--- config.mk ---
export PLATFORM = sky130hd
export DESIGN_NAME = itac_top
export DESIGN_NICKNAME = d
export VERILOG_FILES = /design/src/rtl/itac_pkg.sv /design/src/rtl/itac_flag_if.sv /design/src/rtl/itac_sticky_bank.sv /design/src/rtl/itac_cause_detect.sv /design/src/rtl/itac_top.sv
export SDC_FILE = /design/constraint.sdc
export NUM_CORES = 1
export LEC_CHECK = 0
export BUFFER_PORTS_ARGS = -buffer_cell sky130_fd_sc_hd__clkbuf_2
export CAP_MARGIN = 20
export CORE_UTILIZATION = 51
export DETAILED_ROUTE_END_ITERATION = 10
export MAX_ROUTING_LAYER = met4
export PLACE_DENSITY_LB_ADDON = 0.3
export SETUP_SLACK_MARGIN = 0.1
export SYNTH_ARGS = -nofsm -noshare
export SYNTH_HDL_FRONTEND = slang
export SYNTH_HIERARCHICAL = 1
export SYNTH_SLANG_ARGS = --single-unit
export TNS_END_PERCENT = 20
--- constraint.sdc ---
create_clock -name core_clk_i -period 2.05 [get_ports core_clk_i]
set_input_delay 0.3075 -clock core_clk_i [delete_from_list [all_inputs] [get_ports core_clk_i]]
set_output_delay 0.3075 -clock core_clk_i [all_outputs]
set_load 0.01 [all_outputs]
--- src/rtl/itac_pkg.sv ---
// Constants and types shared by the transmit-abort cause block
package itac_pkg;
	localparam int ITAC_ADDR_W = 32;
	localparam int ITAC_DATA_W = 32;
	localparam int ITAC_CAUSE_W = 16;
	localparam int ITAC_IRQ_W = 2;
	// Byte addresses of the registers
	localparam logic [31:0] OFF_CONFIG = 32'h5000_1300;
	localparam logic [31:0] OFF_TARGET = 32'h5000_1304;
	localparam logic [31:0] OFF_CAUSE = 32'h5000_1380;
	localparam logic [31:0] OFF_CLEAR = 32'h5000_1384;
	localparam logic [31:0] OFF_IRQ_STAT = 32'h5000_1388;
	localparam logic [31:0] OFF_IRQ_MASK = 32'h5000_138c;
	// Cause flag positions
	localparam int BIT_SEVENBIT_NACK = 0;
	localparam int BIT_TENBIT_FIRST_NACK = 1;
	localparam int BIT_TENBIT_SECOND_NACK = 2;
	localparam int BIT_TX_DATA_NACK = 3;
	localparam int BIT_GCALL_NACK = 4;
	localparam int BIT_GCALL_READ = 5;
	localparam int BIT_HS_CODE_ACKED = 6;
	localparam int BIT_STARTBYTE_ACKED = 7;
	localparam int BIT_HS_NO_RESTART = 8;
	localparam int BIT_STARTBYTE_NO_RESTART = 9;
	localparam int BIT_ARBITRATION_LOST_FLAG = 12;
	localparam logic [15:0] CAUSE_IMPL_MASK = 16'h13ff;
	localparam logic [15:0] CAUSE_RST = 16'h0000;
	// Configuration and target fields
	localparam int CFG_RESTART_BIT = 5;
	localparam int CFG_SPEED_LSB = 1;
	localparam logic [1:0] SPEED_HS = 2'h3;
	localparam logic [15:0] CONFIG_RST = 16'h0000;
	localparam int TAR_SEL_BIT = 11;
	localparam int TAR_PICK_BIT = 10;
	localparam logic [15:0] TARGET_RST = 16'h0000;
	// Interrupt status bits
	localparam int IRQ_ABORT = 0;
	localparam int IRQ_ARB = 1;
	localparam logic [1:0] IRQ_RST = 2'h0;
	// Bus phase whose acknowledge the master engine reports
	typedef enum logic [2:0] {
		PH_ADDR7,
		PH_ADDR10_FIRST,
		PH_ADDR10_SECOND,
		PH_GCALL,
		PH_STARTBYTE,
		PH_HS_CODE,
		PH_DATA
	} itac_phase_t;
endpackage

--- src/rtl/itac_flag_if.sv ---
// Set, clear and value of a bank of sticky flags
`timescale 1ns/1ps
interface itac_flag_if #(parameter int W = 16);
	logic [W-1:0] set;
	logic [W-1:0] clr;
	logic [W-1:0] q;
	modport bank (input set, input clr, output q);
	modport ctrl (output set, output clr, input q);
endinterface

--- src/rtl/itac_sticky_bank.sv ---
// Bank of sticky flags where a set beats a clear in the same cycle
`timescale 1ns/1ps
module itac_sticky_bank import itac_pkg::*; #(
	parameter int W = 16,
	parameter logic [W-1:0] RST = '0
) (
	input wire logic core_clk_i, // Controller clock
	input wire logic rst_b_i, // Asynchronous reset, active low
	itac_flag_if.bank flags // Set, clear and value
);
	generate
		if (W < 1) begin : g_bad_width
			$error("itac_sticky_bank: W must be at least 1");
		end
	endgenerate

	always_ff @(posedge core_clk_i or negedge rst_b_i) begin
		if (!rst_b_i) begin
			flags.q <= RST;
		end else begin
			flags.q <= (flags.q & ~flags.clr) | flags.set;
		end
	end
endmodule

--- src/rtl/itac_cause_detect.sv ---
// Turns master engine reports and restart/arbitration levels into abort cause set requests
`timescale 1ns/1ps
module itac_cause_detect import itac_pkg::*; (
	input wire logic cmd_pending_i, // Master has a command queued
	input wire logic restart_allow_i, // Restart conditions allowed
	input wire logic hs_mode_i, // High Speed mode selected
	input wire logic startbyte_sel_i, // Target asks for a START byte
	input wire logic ack_valid_i, // Acknowledge report strobe
	input wire itac_phase_t ack_phase_i, // Phase of the report
	input wire logic acked_i, // Report saw an acknowledge
	input wire logic addr_acked_i, // Address of this transfer acked
	input wire logic next_cmd_read_i, // Next queued command is a read
	input wire logic arbitration_lost_flag_i, // Master or slave lost the bus
	output logic [ITAC_CAUSE_W-1:0] set_o // Cause set requests
);
	wire rep_nack = ack_valid_i && !acked_i;
	wire rep_ack = ack_valid_i && acked_i;

	always_comb begin
		set_o = '0;
		set_o[BIT_STARTBYTE_NO_RESTART] = cmd_pending_i && startbyte_sel_i && !restart_allow_i; // RULE_01
		set_o[BIT_HS_NO_RESTART] = cmd_pending_i && hs_mode_i && !restart_allow_i; // RULE_05
		set_o[BIT_STARTBYTE_ACKED] = rep_ack && ack_phase_i == PH_STARTBYTE; // RULE_06
		set_o[BIT_HS_CODE_ACKED] = rep_ack && ack_phase_i == PH_HS_CODE; // RULE_07
		set_o[BIT_GCALL_READ] = rep_ack && ack_phase_i == PH_GCALL && next_cmd_read_i; // RULE_08
		set_o[BIT_GCALL_NACK] = rep_nack && ack_phase_i == PH_GCALL; // RULE_09
		set_o[BIT_TX_DATA_NACK] = rep_nack && ack_phase_i == PH_DATA && addr_acked_i; // RULE_10
		set_o[BIT_TENBIT_SECOND_NACK] = rep_nack && ack_phase_i == PH_ADDR10_SECOND; // RULE_11
		set_o[BIT_TENBIT_FIRST_NACK] = rep_nack && ack_phase_i == PH_ADDR10_FIRST; // RULE_12
		set_o[BIT_SEVENBIT_NACK] = rep_nack && ack_phase_i == PH_ADDR7; // RULE_13
		set_o[BIT_ARBITRATION_LOST_FLAG] = arbitration_lost_flag_i; // RULE_14
	end
endmodule

--- src/rtl/itac_top.sv ---
// Transmit-abort cause flags with register port and interrupt
// Function
// RULE_01: Set flag 9 while a START byte is requested with restart disabled.
// RULE_02: Clearing flag 9 with its cause present drops it one cycle, then resets it.
// RULE_03: Software removes the flag 9 cause before clearing it.
// RULE_04: Once the cause is gone, flag 9 clears like every other flag.
// RULE_05: Set flag 8 when High Speed transfer is requested with restart disabled.
// RULE_06: Set flag 7 when a sent START byte is acknowledged.
// RULE_07: Set flag 6 when the High Speed master code is acknowledged.
// RULE_08: Set flag 5 when General Call is followed by a queued read command.
// RULE_09: Set flag 4 when no slave acknowledges a General Call.
// RULE_10: Set flag 3 when a data byte after an acked address is not acked.
// RULE_11: Set flag 2 when the second 10-bit address byte is not acked.
// RULE_12: Set flag 1 when the first 10-bit address byte is not acked.
// RULE_13: Set flag 0 when a 7-bit address is not acked.
// RULE_14: Set flag 12 when master or slave transmitter loses arbitration.
// RULE_15: Flags reset to zero and ignore direct software writes.
`timescale 1ns/1ps
module itac_top import itac_pkg::*; (
	input wire logic core_clk_i, // Controller clock, 250 MHz
	input wire logic rst_b_i, // Asynchronous reset, active low
	input wire logic [ITAC_ADDR_W-1:0] addr_i, // Register byte address
	input wire logic [ITAC_DATA_W-1:0] wr_data_i, // Register write data
	input wire logic wr_en_i, // Register write strobe
	input wire logic rd_en_i, // Register read strobe
	output logic [ITAC_DATA_W-1:0] rd_data_o, // Read data, cycle after strobe
	input wire logic cmd_pending_i, // Master has a command queued
	input wire logic start_req_i, // Master begins a new transfer
	input wire logic ack_valid_i, // Acknowledge report strobe
	input wire itac_phase_t ack_phase_i, // Phase of the report
	input wire logic acked_i, // Report saw an acknowledge
	input wire logic next_cmd_read_i, // Next queued command is a read
	input wire logic mst_arbitration_lost_flag_i, // Master lost arbitration
	input wire logic slv_arbitration_lost_flag_i, // Slave transmitter lost the bus
	output logic restart_allow_o, // Restart conditions allowed
	output logic hs_mode_o, // High Speed mode selected
	output logic startbyte_sel_o, // Target asks for a START byte
	output logic tx_abort_o, // Pulse: a new abort cause was set
	output logic [ITAC_CAUSE_W-1:0] abort_cause_o, // Current cause flags
	output logic irq_o // Level interrupt
);
	logic [15:0] controller_config;
	logic [15:0] target_address_reg;
	logic [ITAC_IRQ_W-1:0] irq_mask;
	logic [ITAC_DATA_W-1:0] rd_data;
	logic tx_abort;
	logic addr_acked;
	logic [ITAC_CAUSE_W-1:0] det_set;

	itac_flag_if #(.W(ITAC_CAUSE_W)) cause_if ();
	itac_flag_if #(.W(ITAC_IRQ_W)) irq_if ();

	// Register decode
	wire sel_config = addr_i == OFF_CONFIG;
	wire sel_target = addr_i == OFF_TARGET;
	wire sel_cause = addr_i == OFF_CAUSE;
	wire sel_clear = addr_i == OFF_CLEAR;
	wire sel_irq_stat = addr_i == OFF_IRQ_STAT;
	wire sel_irq_mask = addr_i == OFF_IRQ_MASK;
	wire wr_config = wr_en_i && sel_config;
	wire wr_target = wr_en_i && sel_target;
	wire wr_clear = wr_en_i && sel_clear;
	wire wr_irq_stat = wr_en_i && sel_irq_stat;
	wire wr_irq_mask = wr_en_i && sel_irq_mask;

	// Control fields
	wire restart_allow = controller_config[CFG_RESTART_BIT];
	wire hs_mode = controller_config[CFG_SPEED_LSB+1:CFG_SPEED_LSB] == SPEED_HS;
	wire startbyte_sel = target_address_reg[TAR_SEL_BIT] && target_address_reg[TAR_PICK_BIT];
	wire mst_ack_addr = ack_valid_i && acked_i
		&& (ack_phase_i == PH_ADDR7 || ack_phase_i == PH_ADDR10_SECOND);

	itac_cause_detect u_detect (
		.cmd_pending_i(cmd_pending_i),
		.restart_allow_i(restart_allow),
		.hs_mode_i(hs_mode),
		.startbyte_sel_i(startbyte_sel),
		.ack_valid_i(ack_valid_i),
		.ack_phase_i(ack_phase_i),
		.acked_i(acked_i),
		.addr_acked_i(addr_acked),
		.next_cmd_read_i(next_cmd_read_i),
		.arbitration_lost_flag_i(mst_arbitration_lost_flag_i || slv_arbitration_lost_flag_i),
		.set_o(det_set)
	);

	// Write-one-to-clear on implemented flags only; the cause register itself ignores writes
	wire [ITAC_CAUSE_W-1:0] cause_clr = wr_clear ? (wr_data_i[ITAC_CAUSE_W-1:0] & CAUSE_IMPL_MASK)
		: '0; // RULE_04 RULE_15
	// Flag 9 is a level cause: a clear wins for that cycle and the cause sets it again next cycle
	wire [ITAC_CAUSE_W-1:0] cause_set = det_set
		& ~(cause_clr & (ITAC_CAUSE_W'(1) << BIT_STARTBYTE_NO_RESTART)); // RULE_02
	wire [ITAC_CAUSE_W-1:0] new_cause = cause_set & ~cause_if.q;
	wire new_abort = |(new_cause & ~(ITAC_CAUSE_W'(1) << BIT_ARBITRATION_LOST_FLAG));

	assign cause_if.set = cause_set;
	assign cause_if.clr = cause_clr;
	assign irq_if.set = {new_cause[BIT_ARBITRATION_LOST_FLAG], new_abort};
	assign irq_if.clr = wr_irq_stat ? wr_data_i[ITAC_IRQ_W-1:0] : '0;

	itac_sticky_bank #(.W(ITAC_CAUSE_W), .RST(CAUSE_RST)) u_cause (
		.core_clk_i(core_clk_i),
		.rst_b_i(rst_b_i),
		.flags(cause_if)
	);

	itac_sticky_bank #(.W(ITAC_IRQ_W), .RST(IRQ_RST)) u_irq (
		.core_clk_i(core_clk_i),
		.rst_b_i(rst_b_i),
		.flags(irq_if)
	);

	// Read selection; unmapped addresses read zero
	wire [ITAC_DATA_W-1:0] next_rd_data =
		sel_config ? {16'h0000, controller_config} :
		sel_target ? {16'h0000, target_address_reg} :
		sel_cause ? {16'h0000, cause_if.q} :
		sel_irq_stat ? {30'h0000_0000, irq_if.q} :
		sel_irq_mask ? {30'h0000_0000, irq_mask} :
		32'h0000_0000;

	always_ff @(posedge core_clk_i or negedge rst_b_i) begin
		if (!rst_b_i) begin
			controller_config <= CONFIG_RST;
			target_address_reg <= TARGET_RST;
			irq_mask <= IRQ_RST;
		end else begin
			if (wr_config) begin
				controller_config <= wr_data_i[15:0];
			end
			if (wr_target) begin
				target_address_reg <= wr_data_i[15:0];
			end
			if (wr_irq_mask) begin
				irq_mask <= wr_data_i[ITAC_IRQ_W-1:0];
			end
		end
	end

	always_ff @(posedge core_clk_i or negedge rst_b_i) begin
		if (!rst_b_i) begin
			rd_data <= 32'h0000_0000;
			tx_abort <= 1'b0;
		end else begin
			rd_data <= rd_en_i ? next_rd_data : 32'h0000_0000;
			tx_abort <= |new_cause;
		end
	end

	// Tracks whether the address of the current transfer was acknowledged
	always_ff @(posedge core_clk_i or negedge rst_b_i) begin
		if (!rst_b_i) begin
			addr_acked <= 1'b0;
		end else if (start_req_i) begin
			addr_acked <= 1'b0;
		end else if (mst_ack_addr) begin
			addr_acked <= 1'b1; // RULE_10
		end
	end

	assign rd_data_o = rd_data;
	assign restart_allow_o = restart_allow;
	assign hs_mode_o = hs_mode;
	assign startbyte_sel_o = startbyte_sel;
	assign tx_abort_o = tx_abort;
	assign abort_cause_o = cause_if.q;
	assign irq_o = |(irq_if.q & irq_mask);

	// Checks
	wire sbyte_cause = cmd_pending_i && startbyte_sel && !restart_allow;
	wire hs_cause = cmd_pending_i && hs_mode && !restart_allow;
	wire clr9 = wr_clear && wr_data_i[BIT_STARTBYTE_NO_RESTART];

	chk_sbyte_norestart_set: assert property (@(posedge core_clk_i) disable iff (!rst_b_i) // RULE_01
		sbyte_cause && !clr9 |=> abort_cause_o[BIT_STARTBYTE_NO_RESTART])
		else $error("flag 9 not set by START byte request without restart");

	chk_sbyte_clear_pulse: assert property (@(posedge core_clk_i) disable iff (!rst_b_i) // RULE_02
		clr9 && sbyte_cause ##1 sbyte_cause && !clr9
		|-> !abort_cause_o[BIT_STARTBYTE_NO_RESTART] ##1 abort_cause_o[BIT_STARTBYTE_NO_RESTART])
		else $error("flag 9 did not drop one cycle and reassert");

	chk_sbyte_clear_fixed: assert property (@(posedge core_clk_i) disable iff (!rst_b_i) // RULE_04
		clr9 && !sbyte_cause |=> !abort_cause_o[BIT_STARTBYTE_NO_RESTART])
		else $error("flag 9 not cleared after cause removed");

	chk_hs_norestart_set: assert property (@(posedge core_clk_i) disable iff (!rst_b_i) // RULE_05
		hs_cause |=> abort_cause_o[BIT_HS_NO_RESTART])
		else $error("flag 8 not set by High Speed request without restart");

	chk_sbyte_ack_set: assert property (@(posedge core_clk_i) disable iff (!rst_b_i) // RULE_06
		ack_valid_i && acked_i && ack_phase_i == PH_STARTBYTE
		|=> abort_cause_o[BIT_STARTBYTE_ACKED] && tx_abort_o || $past(abort_cause_o[BIT_STARTBYTE_ACKED]))
		else $error("acknowledged START byte not flagged");

	chk_hs_code_ack: assert property (@(posedge core_clk_i) disable iff (!rst_b_i) // RULE_07
		ack_valid_i && acked_i && ack_phase_i == PH_HS_CODE |=> abort_cause_o[BIT_HS_CODE_ACKED])
		else $error("acknowledged High Speed code not flagged");

	chk_gcall_read_set: assert property (@(posedge core_clk_i) disable iff (!rst_b_i) // RULE_08
		ack_valid_i && acked_i && ack_phase_i == PH_GCALL
		|=> abort_cause_o[BIT_GCALL_READ] == ($past(next_cmd_read_i) || $past(abort_cause_o[BIT_GCALL_READ])))
		else $error("General Call read flag wrong");

	chk_gcall_nack_set: assert property (@(posedge core_clk_i) disable iff (!rst_b_i) // RULE_09
		ack_valid_i && !acked_i && ack_phase_i == PH_GCALL |=> abort_cause_o[BIT_GCALL_NACK])
		else $error("unacknowledged General Call not flagged");

	chk_data_nack_gate: assert property (@(posedge core_clk_i) disable iff (!rst_b_i) // RULE_10
		!abort_cause_o[BIT_TX_DATA_NACK] && !(ack_valid_i && ack_phase_i == PH_DATA && addr_acked)
		|=> !abort_cause_o[BIT_TX_DATA_NACK])
		else $error("data nack flag set without acked address");

	chk_tenbit_second: assert property (@(posedge core_clk_i) disable iff (!rst_b_i) // RULE_11
		ack_valid_i && !acked_i && ack_phase_i == PH_ADDR10_SECOND
		|=> abort_cause_o[BIT_TENBIT_SECOND_NACK])
		else $error("second 10-bit byte nack not flagged");

	chk_tenbit_first: assert property (@(posedge core_clk_i) disable iff (!rst_b_i) // RULE_12
		ack_valid_i && !acked_i && ack_phase_i == PH_ADDR10_FIRST
		|=> abort_cause_o[BIT_TENBIT_FIRST_NACK])
		else $error("first 10-bit byte nack not flagged");

	chk_sevenbit_nack: assert property (@(posedge core_clk_i) disable iff (!rst_b_i) // RULE_13
		ack_valid_i && !acked_i && ack_phase_i == PH_ADDR7 |=> abort_cause_o[BIT_SEVENBIT_NACK])
		else $error("7-bit address nack not flagged");

	chk_arbitration_lost_flag_set: assert property (@(posedge core_clk_i) disable iff (!rst_b_i) // RULE_14
		mst_arbitration_lost_flag_i || slv_arbitration_lost_flag_i |=> abort_cause_o[BIT_ARBITRATION_LOST_FLAG] ##0 irq_if.q[IRQ_ARB])
		else $error("arbitration loss not flagged");

	chk_cause_no_write: assert property (@(posedge core_clk_i) disable iff (!rst_b_i) // RULE_15
		wr_en_i && sel_cause && det_set == '0 |=> abort_cause_o == $past(abort_cause_o))
		else $error("abort cause changed by direct write");

	chk_unimpl_zero: assert property (@(posedge core_clk_i) disable iff (!rst_b_i) // RULE_15
		(abort_cause_o & ~CAUSE_IMPL_MASK) == '0)
		else $error("unimplemented cause bit set");

	chk_irq_level: assert property (@(posedge core_clk_i) disable iff (!rst_b_i)
		new_abort && irq_mask[IRQ_ABORT] |=> irq_o [*2])
		else $error("interrupt not raised for masked-in abort");

	cov_sbyte_recover: cover property (@(posedge core_clk_i) disable iff (!rst_b_i)
		clr9 && sbyte_cause ##1 !abort_cause_o[BIT_STARTBYTE_NO_RESTART] ##1 abort_cause_o[BIT_STARTBYTE_NO_RESTART]);
	cov_data_nack: cover property (@(posedge core_clk_i) disable iff (!rst_b_i)
		mst_ack_addr ##[1:20] ack_valid_i && !acked_i && ack_phase_i == PH_DATA);
	cov_set_beats_clear: cover property (@(posedge core_clk_i) disable iff (!rst_b_i)
		wr_clear && |(det_set & cause_clr & ~(ITAC_CAUSE_W'(1) << BIT_STARTBYTE_NO_RESTART)));
	cov_irq: cover property (@(posedge core_clk_i) disable iff (!rst_b_i) irq_o);
endmodule

* After elaboration in Yosys (flattened, before gate mapping)
Index checks and enable logic that the tools add are counted.
W data, S select, Z words.
** Cells by class
- Multiplexer cells :: 10
- Equality and inequality tests :: 13
- Bitwise operators :: 11
- Reduce and logical (&&, ||, !) cells :: 32
** Operators with widths (number)
- $eq A32 B31 Y1 const B :: 6
- $mux W16 :: 4
- $and A16 B16 Y16 :: 2
- $logic_and A1 B1 Y1 :: 23
- $and A13 B16 Y16 :: 1
- $not A10 Y16 :: 1
- $not A13 Y16 :: 1
- $not A16 Y16 :: 1
- $or A16 B16 Y16 :: 1
- $reduce_or A16 Y1 :: 1
- $reduce_or A15 Y1 :: 1
- $mux W13 :: 1
- $eq A3 B3 Y1 const B :: 3
- $eq A3 B2 Y1 const B :: 2
- $mux W2 :: 3
- $and A2 B2 Y2 :: 2
- $eq A3 B1 Y1 const B :: 1
- $logic_not A3 Y1 :: 1
- $eq A2 B2 Y1 const B :: 1
- $logic_not A1 Y1 :: 2
- $logic_or A1 B1 Y1 :: 2
- $mux W1 :: 2
- $not A2 Y2 :: 1
- $or A2 B2 Y2 :: 1
- 2 further kinds :: 2
** Word-level totals
- Input port bits :: 78
- Flip-flop bits (word level) :: 70
- Output and inout bits :: 53
- Logic and storage cells :: 74

* Depth between registers and ports, before layout
- Depth after elaboration :: 8
- Gate-level depth with buffers :: 8

* By module
Netlist, hierarchy kept.
** By module, submodules not included
- itac_top :: area each 2977.9 µm², times used 1, sequential area each 1301.2 µm², cells each 255
- itac_sticky_bank at u_cause :: area each 580.6 µm², times used 1, sequential area each 400.4 µm², cells each 48
- itac_cause_detect :: area each 152.6 µm², times used 1, sequential area each 0.0 µm², cells each 24
- itac_sticky_bank at u_irq :: area each 72.6 µm², times used 1, sequential area each 50.0 µm², cells each 6

* Worst setup path before layout
No wires, ideal clock.
- Path type :: input-to-reg
- From :: input port addr_i[13]
- To :: register target_address_reg[0]
- Buffers on the path :: 1
- Arrival time :: 1.832 ns
- Cell stages on the path :: 6
- Slack :: 0.093 ns
- Cells stage by stage :: nor4_2 nand4_2 nor4_4 nand4b_4 buf_6 mux2_4
** Between the ends
- Longest elaborated chain between the ends :: 2
** RTL lines
- start, declared :: RTL line itac_top.sv:22 : input wire logic [ITAC_ADDR_W-1:0] addr_i,
- $eq A32 B31 Y1 :: RTL line itac_top.sv:55 : wire sel_target = addr_i == OFF_TARGET;
- $logic_and A1 B1 Y1 :: RTL line itac_top.sv:61 : wire wr_target = wr_en_i && sel_target;
- end signal, assigned :: RTL line itac_top.sv:132 : target_address_reg <= wr_data_i[15:0];
- end, declared :: RTL line itac_top.sv:43 : logic [15:0] target_address_reg;
Every way passes these cells.
A chain may end at the register's enable or synchronous reset.

* Worst setup path in the final report
- From :: register addr_acked
- To :: register tx_abort (netlist: tx_abort_o)
** Between the ends
- Longest elaborated chain between the ends :: 4
** RTL lines
- start, declared :: RTL line itac_top.sv:47 : logic addr_acked;
- start signal, assigned :: RTL line itac_top.sv:153 : addr_acked <= 1'b0;
- start signal, assigned :: RTL line itac_top.sv:155 : addr_acked <= 1'b0;
- start signal, assigned :: RTL line itac_top.sv:157 : addr_acked <= 1'b1;
- $logic_and A1 B1 Y1 :: RTL line itac_cause_detect.sv:27 : set_o[BIT_TX_DATA_NACK] = rep_nack && ack_phase_i == PH_DATA && addr_acked_i;
- $and A13 B16 Y16 :: RTL line itac_top.sv:92 : & ~(cause_clr & (ITAC_CAUSE_W'(1) << BIT_STARTBYTE_NO_RESTART));
- named net cause_if.set[3] :: RTL line itac_flag_if.sv:4 : logic [W-1:0] set;
- $and A16 B16 Y16 :: RTL line itac_top.sv:93 : wire [ITAC_CAUSE_W-1:0] new_cause = cause_set & ~cause_if.q;
- $reduce_or A16 Y1 :: RTL line itac_top.sv:146 : tx_abort <= |new_cause;
- end signal, assigned :: RTL line itac_top.sv:146
- end, declared :: RTL line itac_top.sv:46 : logic tx_abort;
The timed path passes the listed nets, and every way through them passes these cells.

==> results.json <==
{
  "outcome": "finished clean",
  "intPower_uw": 2250,
  "route.detailed.drc": 0,
  "mappedNetlistArea_sq_um": 3780,
  "pwr-share-seq_pct": 47.8,
  "critical_path.max_fanout": 2,
  "multi_input_area_sq_um": 1750,
  "ff2ff_path_depth": 7,
  "peakVddDrop_mv": 0.442,
  "pwr-share-clk_pct": 40.7,
  "setup_viol": 0,
  "viasPerCell": 5.10,
  "clock.fmax_mhz": 546,
  "cts_root_buffer": "clkbuf_8",
  "grt_pass1_vias": 2764,
  "slowest_delay_ps": 400,
  "r2r_slack_ps": 220,
  "dr.first_iter.drc_count": 135,
  "finalCriticalPeriod_ps": 1830,
  "drive_above_1_share_pct": 43.3,
  "seq_area_frac_synth_pct": 46.3,
  "whs_path_depth": 2,
  "post_cts_buffers": 0,
  "synth_top_area_share_pct": 46.3,
  "grt_pass1_wl_um": 13500,
  "ant_nets": 0,
  "rr_endpoint": "tx_abort_o",
  "yosys_most_used_dff": "dfrtp_1",
  "area_growth_syn_to_layout_pct": 24.9,
  "die_w_um": 88.1,
  "worst_hold_startpoint": "start_req_i",
  "cp_slowest_cell": "dfrtp_1",
  "die_height_um": 88.1,
  "holdPathEnd": "addr_acked",
  "synth-seq-cells": 70,
  "powerDensity_nw_per_um2": 646,
  "cp-end-kind": "flip-flop",
  "worstPathArrival_ps": 2070,
  "switching_share_pct": 26.2,
  "ios": 131,
  "grt_max_degree": 33,
  "p_sw_uw": 799,
  "yosysMostFrequentCell": "dfrtp_1",
  "yosys-top-cells-count": "dfrtp_1, inv_1, buf_4",
  "std_cell_rows": 31,
  "p_leak_uw": 0.00256,
  "whs_ps": 102,
  "async_reset_ff_share_pct": 100,
  "initial_core_util_pct": 52.4,
  "cts_tree": "done",
  "cts.sinks": 70,
  "synth_area_per_cell_sq_um": 11.4,
  "grt_overflow_total": 0,
  "clk_pin_slew_worst_paths_ps": 70,
  "rsz0062_at_grt": "no",
  "hpwl_um": 6390,
  "cp.required_ps": 2290,
  "synth_edf_count": 0,
  "fin_nets": 533,
  "num_vias": 2851,
  "drt_wl_total_um": 8560,
  "critPathKind": "flip-flop to flip-flop",
  "synth_area_leaders": "dfrtp_1, mux2_4, buf_4",
  "antenna_found_initial": 0,
  "drv_cap": 0,
  "port_buffers": 98,
  "syn_inst": 333,
  "clk_path_buf_depth": 2,
  "worst_hold_path_type": "primary input to flip-flop",
  "gp_congestion": 0.865,
  "clk_latency_ps": 350,
  "seq_area_sq_um": 1750,
  "worstPathCellList": "nand2_1, nor3_1, nor2b_1, a2111o_1, a221oi_2, o311ai_2, or2_1",
  "track_usage_pct": 24.0,
  "yosys_warnings": 6,
  "die_area_sq_um": 7770,
  "timing.rr.start": "addr_acked",
  "diodes": 0,
  "h-tree-depth": 3,
  "p_total_uw": 3050,
  "p_comb_share_pct": 11.5,
  "hold_viol": 0,
  "finClkSkew_ps": 8.22,
  "drtPass1Iterations": 4,
  "ys_types": 47,
  "routedWlPerCell_um": 15.3,
  "synth_area_leader_cell": "dfrtp_1",
  "drv_slew": 0,
  "crit_path_start_kind": "flip-flop",
  "post-route-period-util_pct": 89.4,
  "numCtsBuffers": 9,
  "fp.coreArea_sq_um": 7210,
  "nFillCells": 611
}
through the flow:
stage	utilization [%]	setup TNS, ps	setup WS, ps	instance area (sq um)	instances
2_1_floorplan	-	0	112	3870	357
3_3_place_gp	62.1	-339	-51.6	4480	542
3_5_place_dp	62.1	-1210	-96.4	4480	542
4_1_cts	65.3	0	193	4710	559
5_1_grt	65.5	0	72.7	4720	559
6_report	65.5	0	218	4720	559
power groups by stage:
stage,clock network [uW],registers (uW),logic (uW)
6_report,1240,1460,351
3_3_place_gp,0,1480,339
5_1_grt,1310,1460,392
3_5_place_dp,0,1480,345
2_1_floorplan,0,1490,163
4_1_cts,1270,1460,349
worst max-delay path: cells and delay by family (launching register included):
kind	cells	cell delay, ps
compound gates	3	820
simple gates	4	490
flops	1	400
how the worst max path moves through the flow:
| stage | from | end | slack [ps] | cells past startpoint |
|---|---|---|---|---|
| finish | addr_acked | tx_abort_o | 220 | 7 |
| CTS | addr_acked | tx_abort_o | 190 | 7 |
| global route | addr_acked | tx_abort_o | 70 | 7 |
| floorplan | addr_i[13] | target_address_reg[0] | 110 | 6 |
| global placement | addr_i[13] | u_cause/flags.q[12] | -50 | 9 |
| detailed placement | addr_i[13] | u_cause/flags.q[12] | -100 | 9 |
final cells by class:
class | instances | share of cell area [%]
clock buffers | 9 | 2.62
clock inverters | 7 | 2.07
inverters | 40 | 3.18
multi-input cells | 211 | 37.0
flip-flops and latches | 70 | 37.1
well taps | 99 | 2.62
repair buffers | 123 | 15.5
metal layers:
layer / track usage [%] / wire length (um) / vias to the layer above
met1: 30.9 / 3880 / 1390
met4: 8.50 / 92 / 0
li1: - / - / 1363
met3: 5.56 / 392 / 11
met2: 37.2 / 4190 / 87
met5: - / 0 / -
placed cells by master, fill, tap and decap left out, types with 4 or more instances in the layout:
| cell type | n |
|---|---|
| clkbuf_2 | 97 |
| dfrtp_1 | 70 |
| inv_1 | 39 |
| conb_1 | 26 |
| mux2_4 | 20 |
| buf_4 | 20 |
| nor2b_1 | 19 |
| a21o_1 | 18 |
| a21oi_1 | 16 |
| o221a_2 | 13 |
| and3_1 | 11 |
| nor2_1 | 10 |
| mux2_2 | 10 |
| clkbuf_8 | 9 |
| nand2_1 | 6 |
| nor3_1 | 5 |
| a22oi_1 | 4 |
| mux2_1 | 4 |
| buf_12 | 4 |
| nor4_1 | 4 |
repair_timing:
item,CTS,global route
setup endpoints to repair,0,1
hold buffers,1,0
endpoints found under the hold margin,16,0
gates resized for setup,0,2
logic make-up (layout without fill, tap and decap cells):
logic type / Yosys count / after routing / synth area share (%)
and+or+nand+nor: 88 / 88 / 18.1
buffers and inverters: 76 / 179 / 10.3
DFF: 70 / 70 / 46.3
AOI/OAI and AO/OA: 61 / 61 / 12.5
muxes: 36 / 36 / 12.6
other: 2 / 26 / 0.198
(Power assumes the default switching activity.)
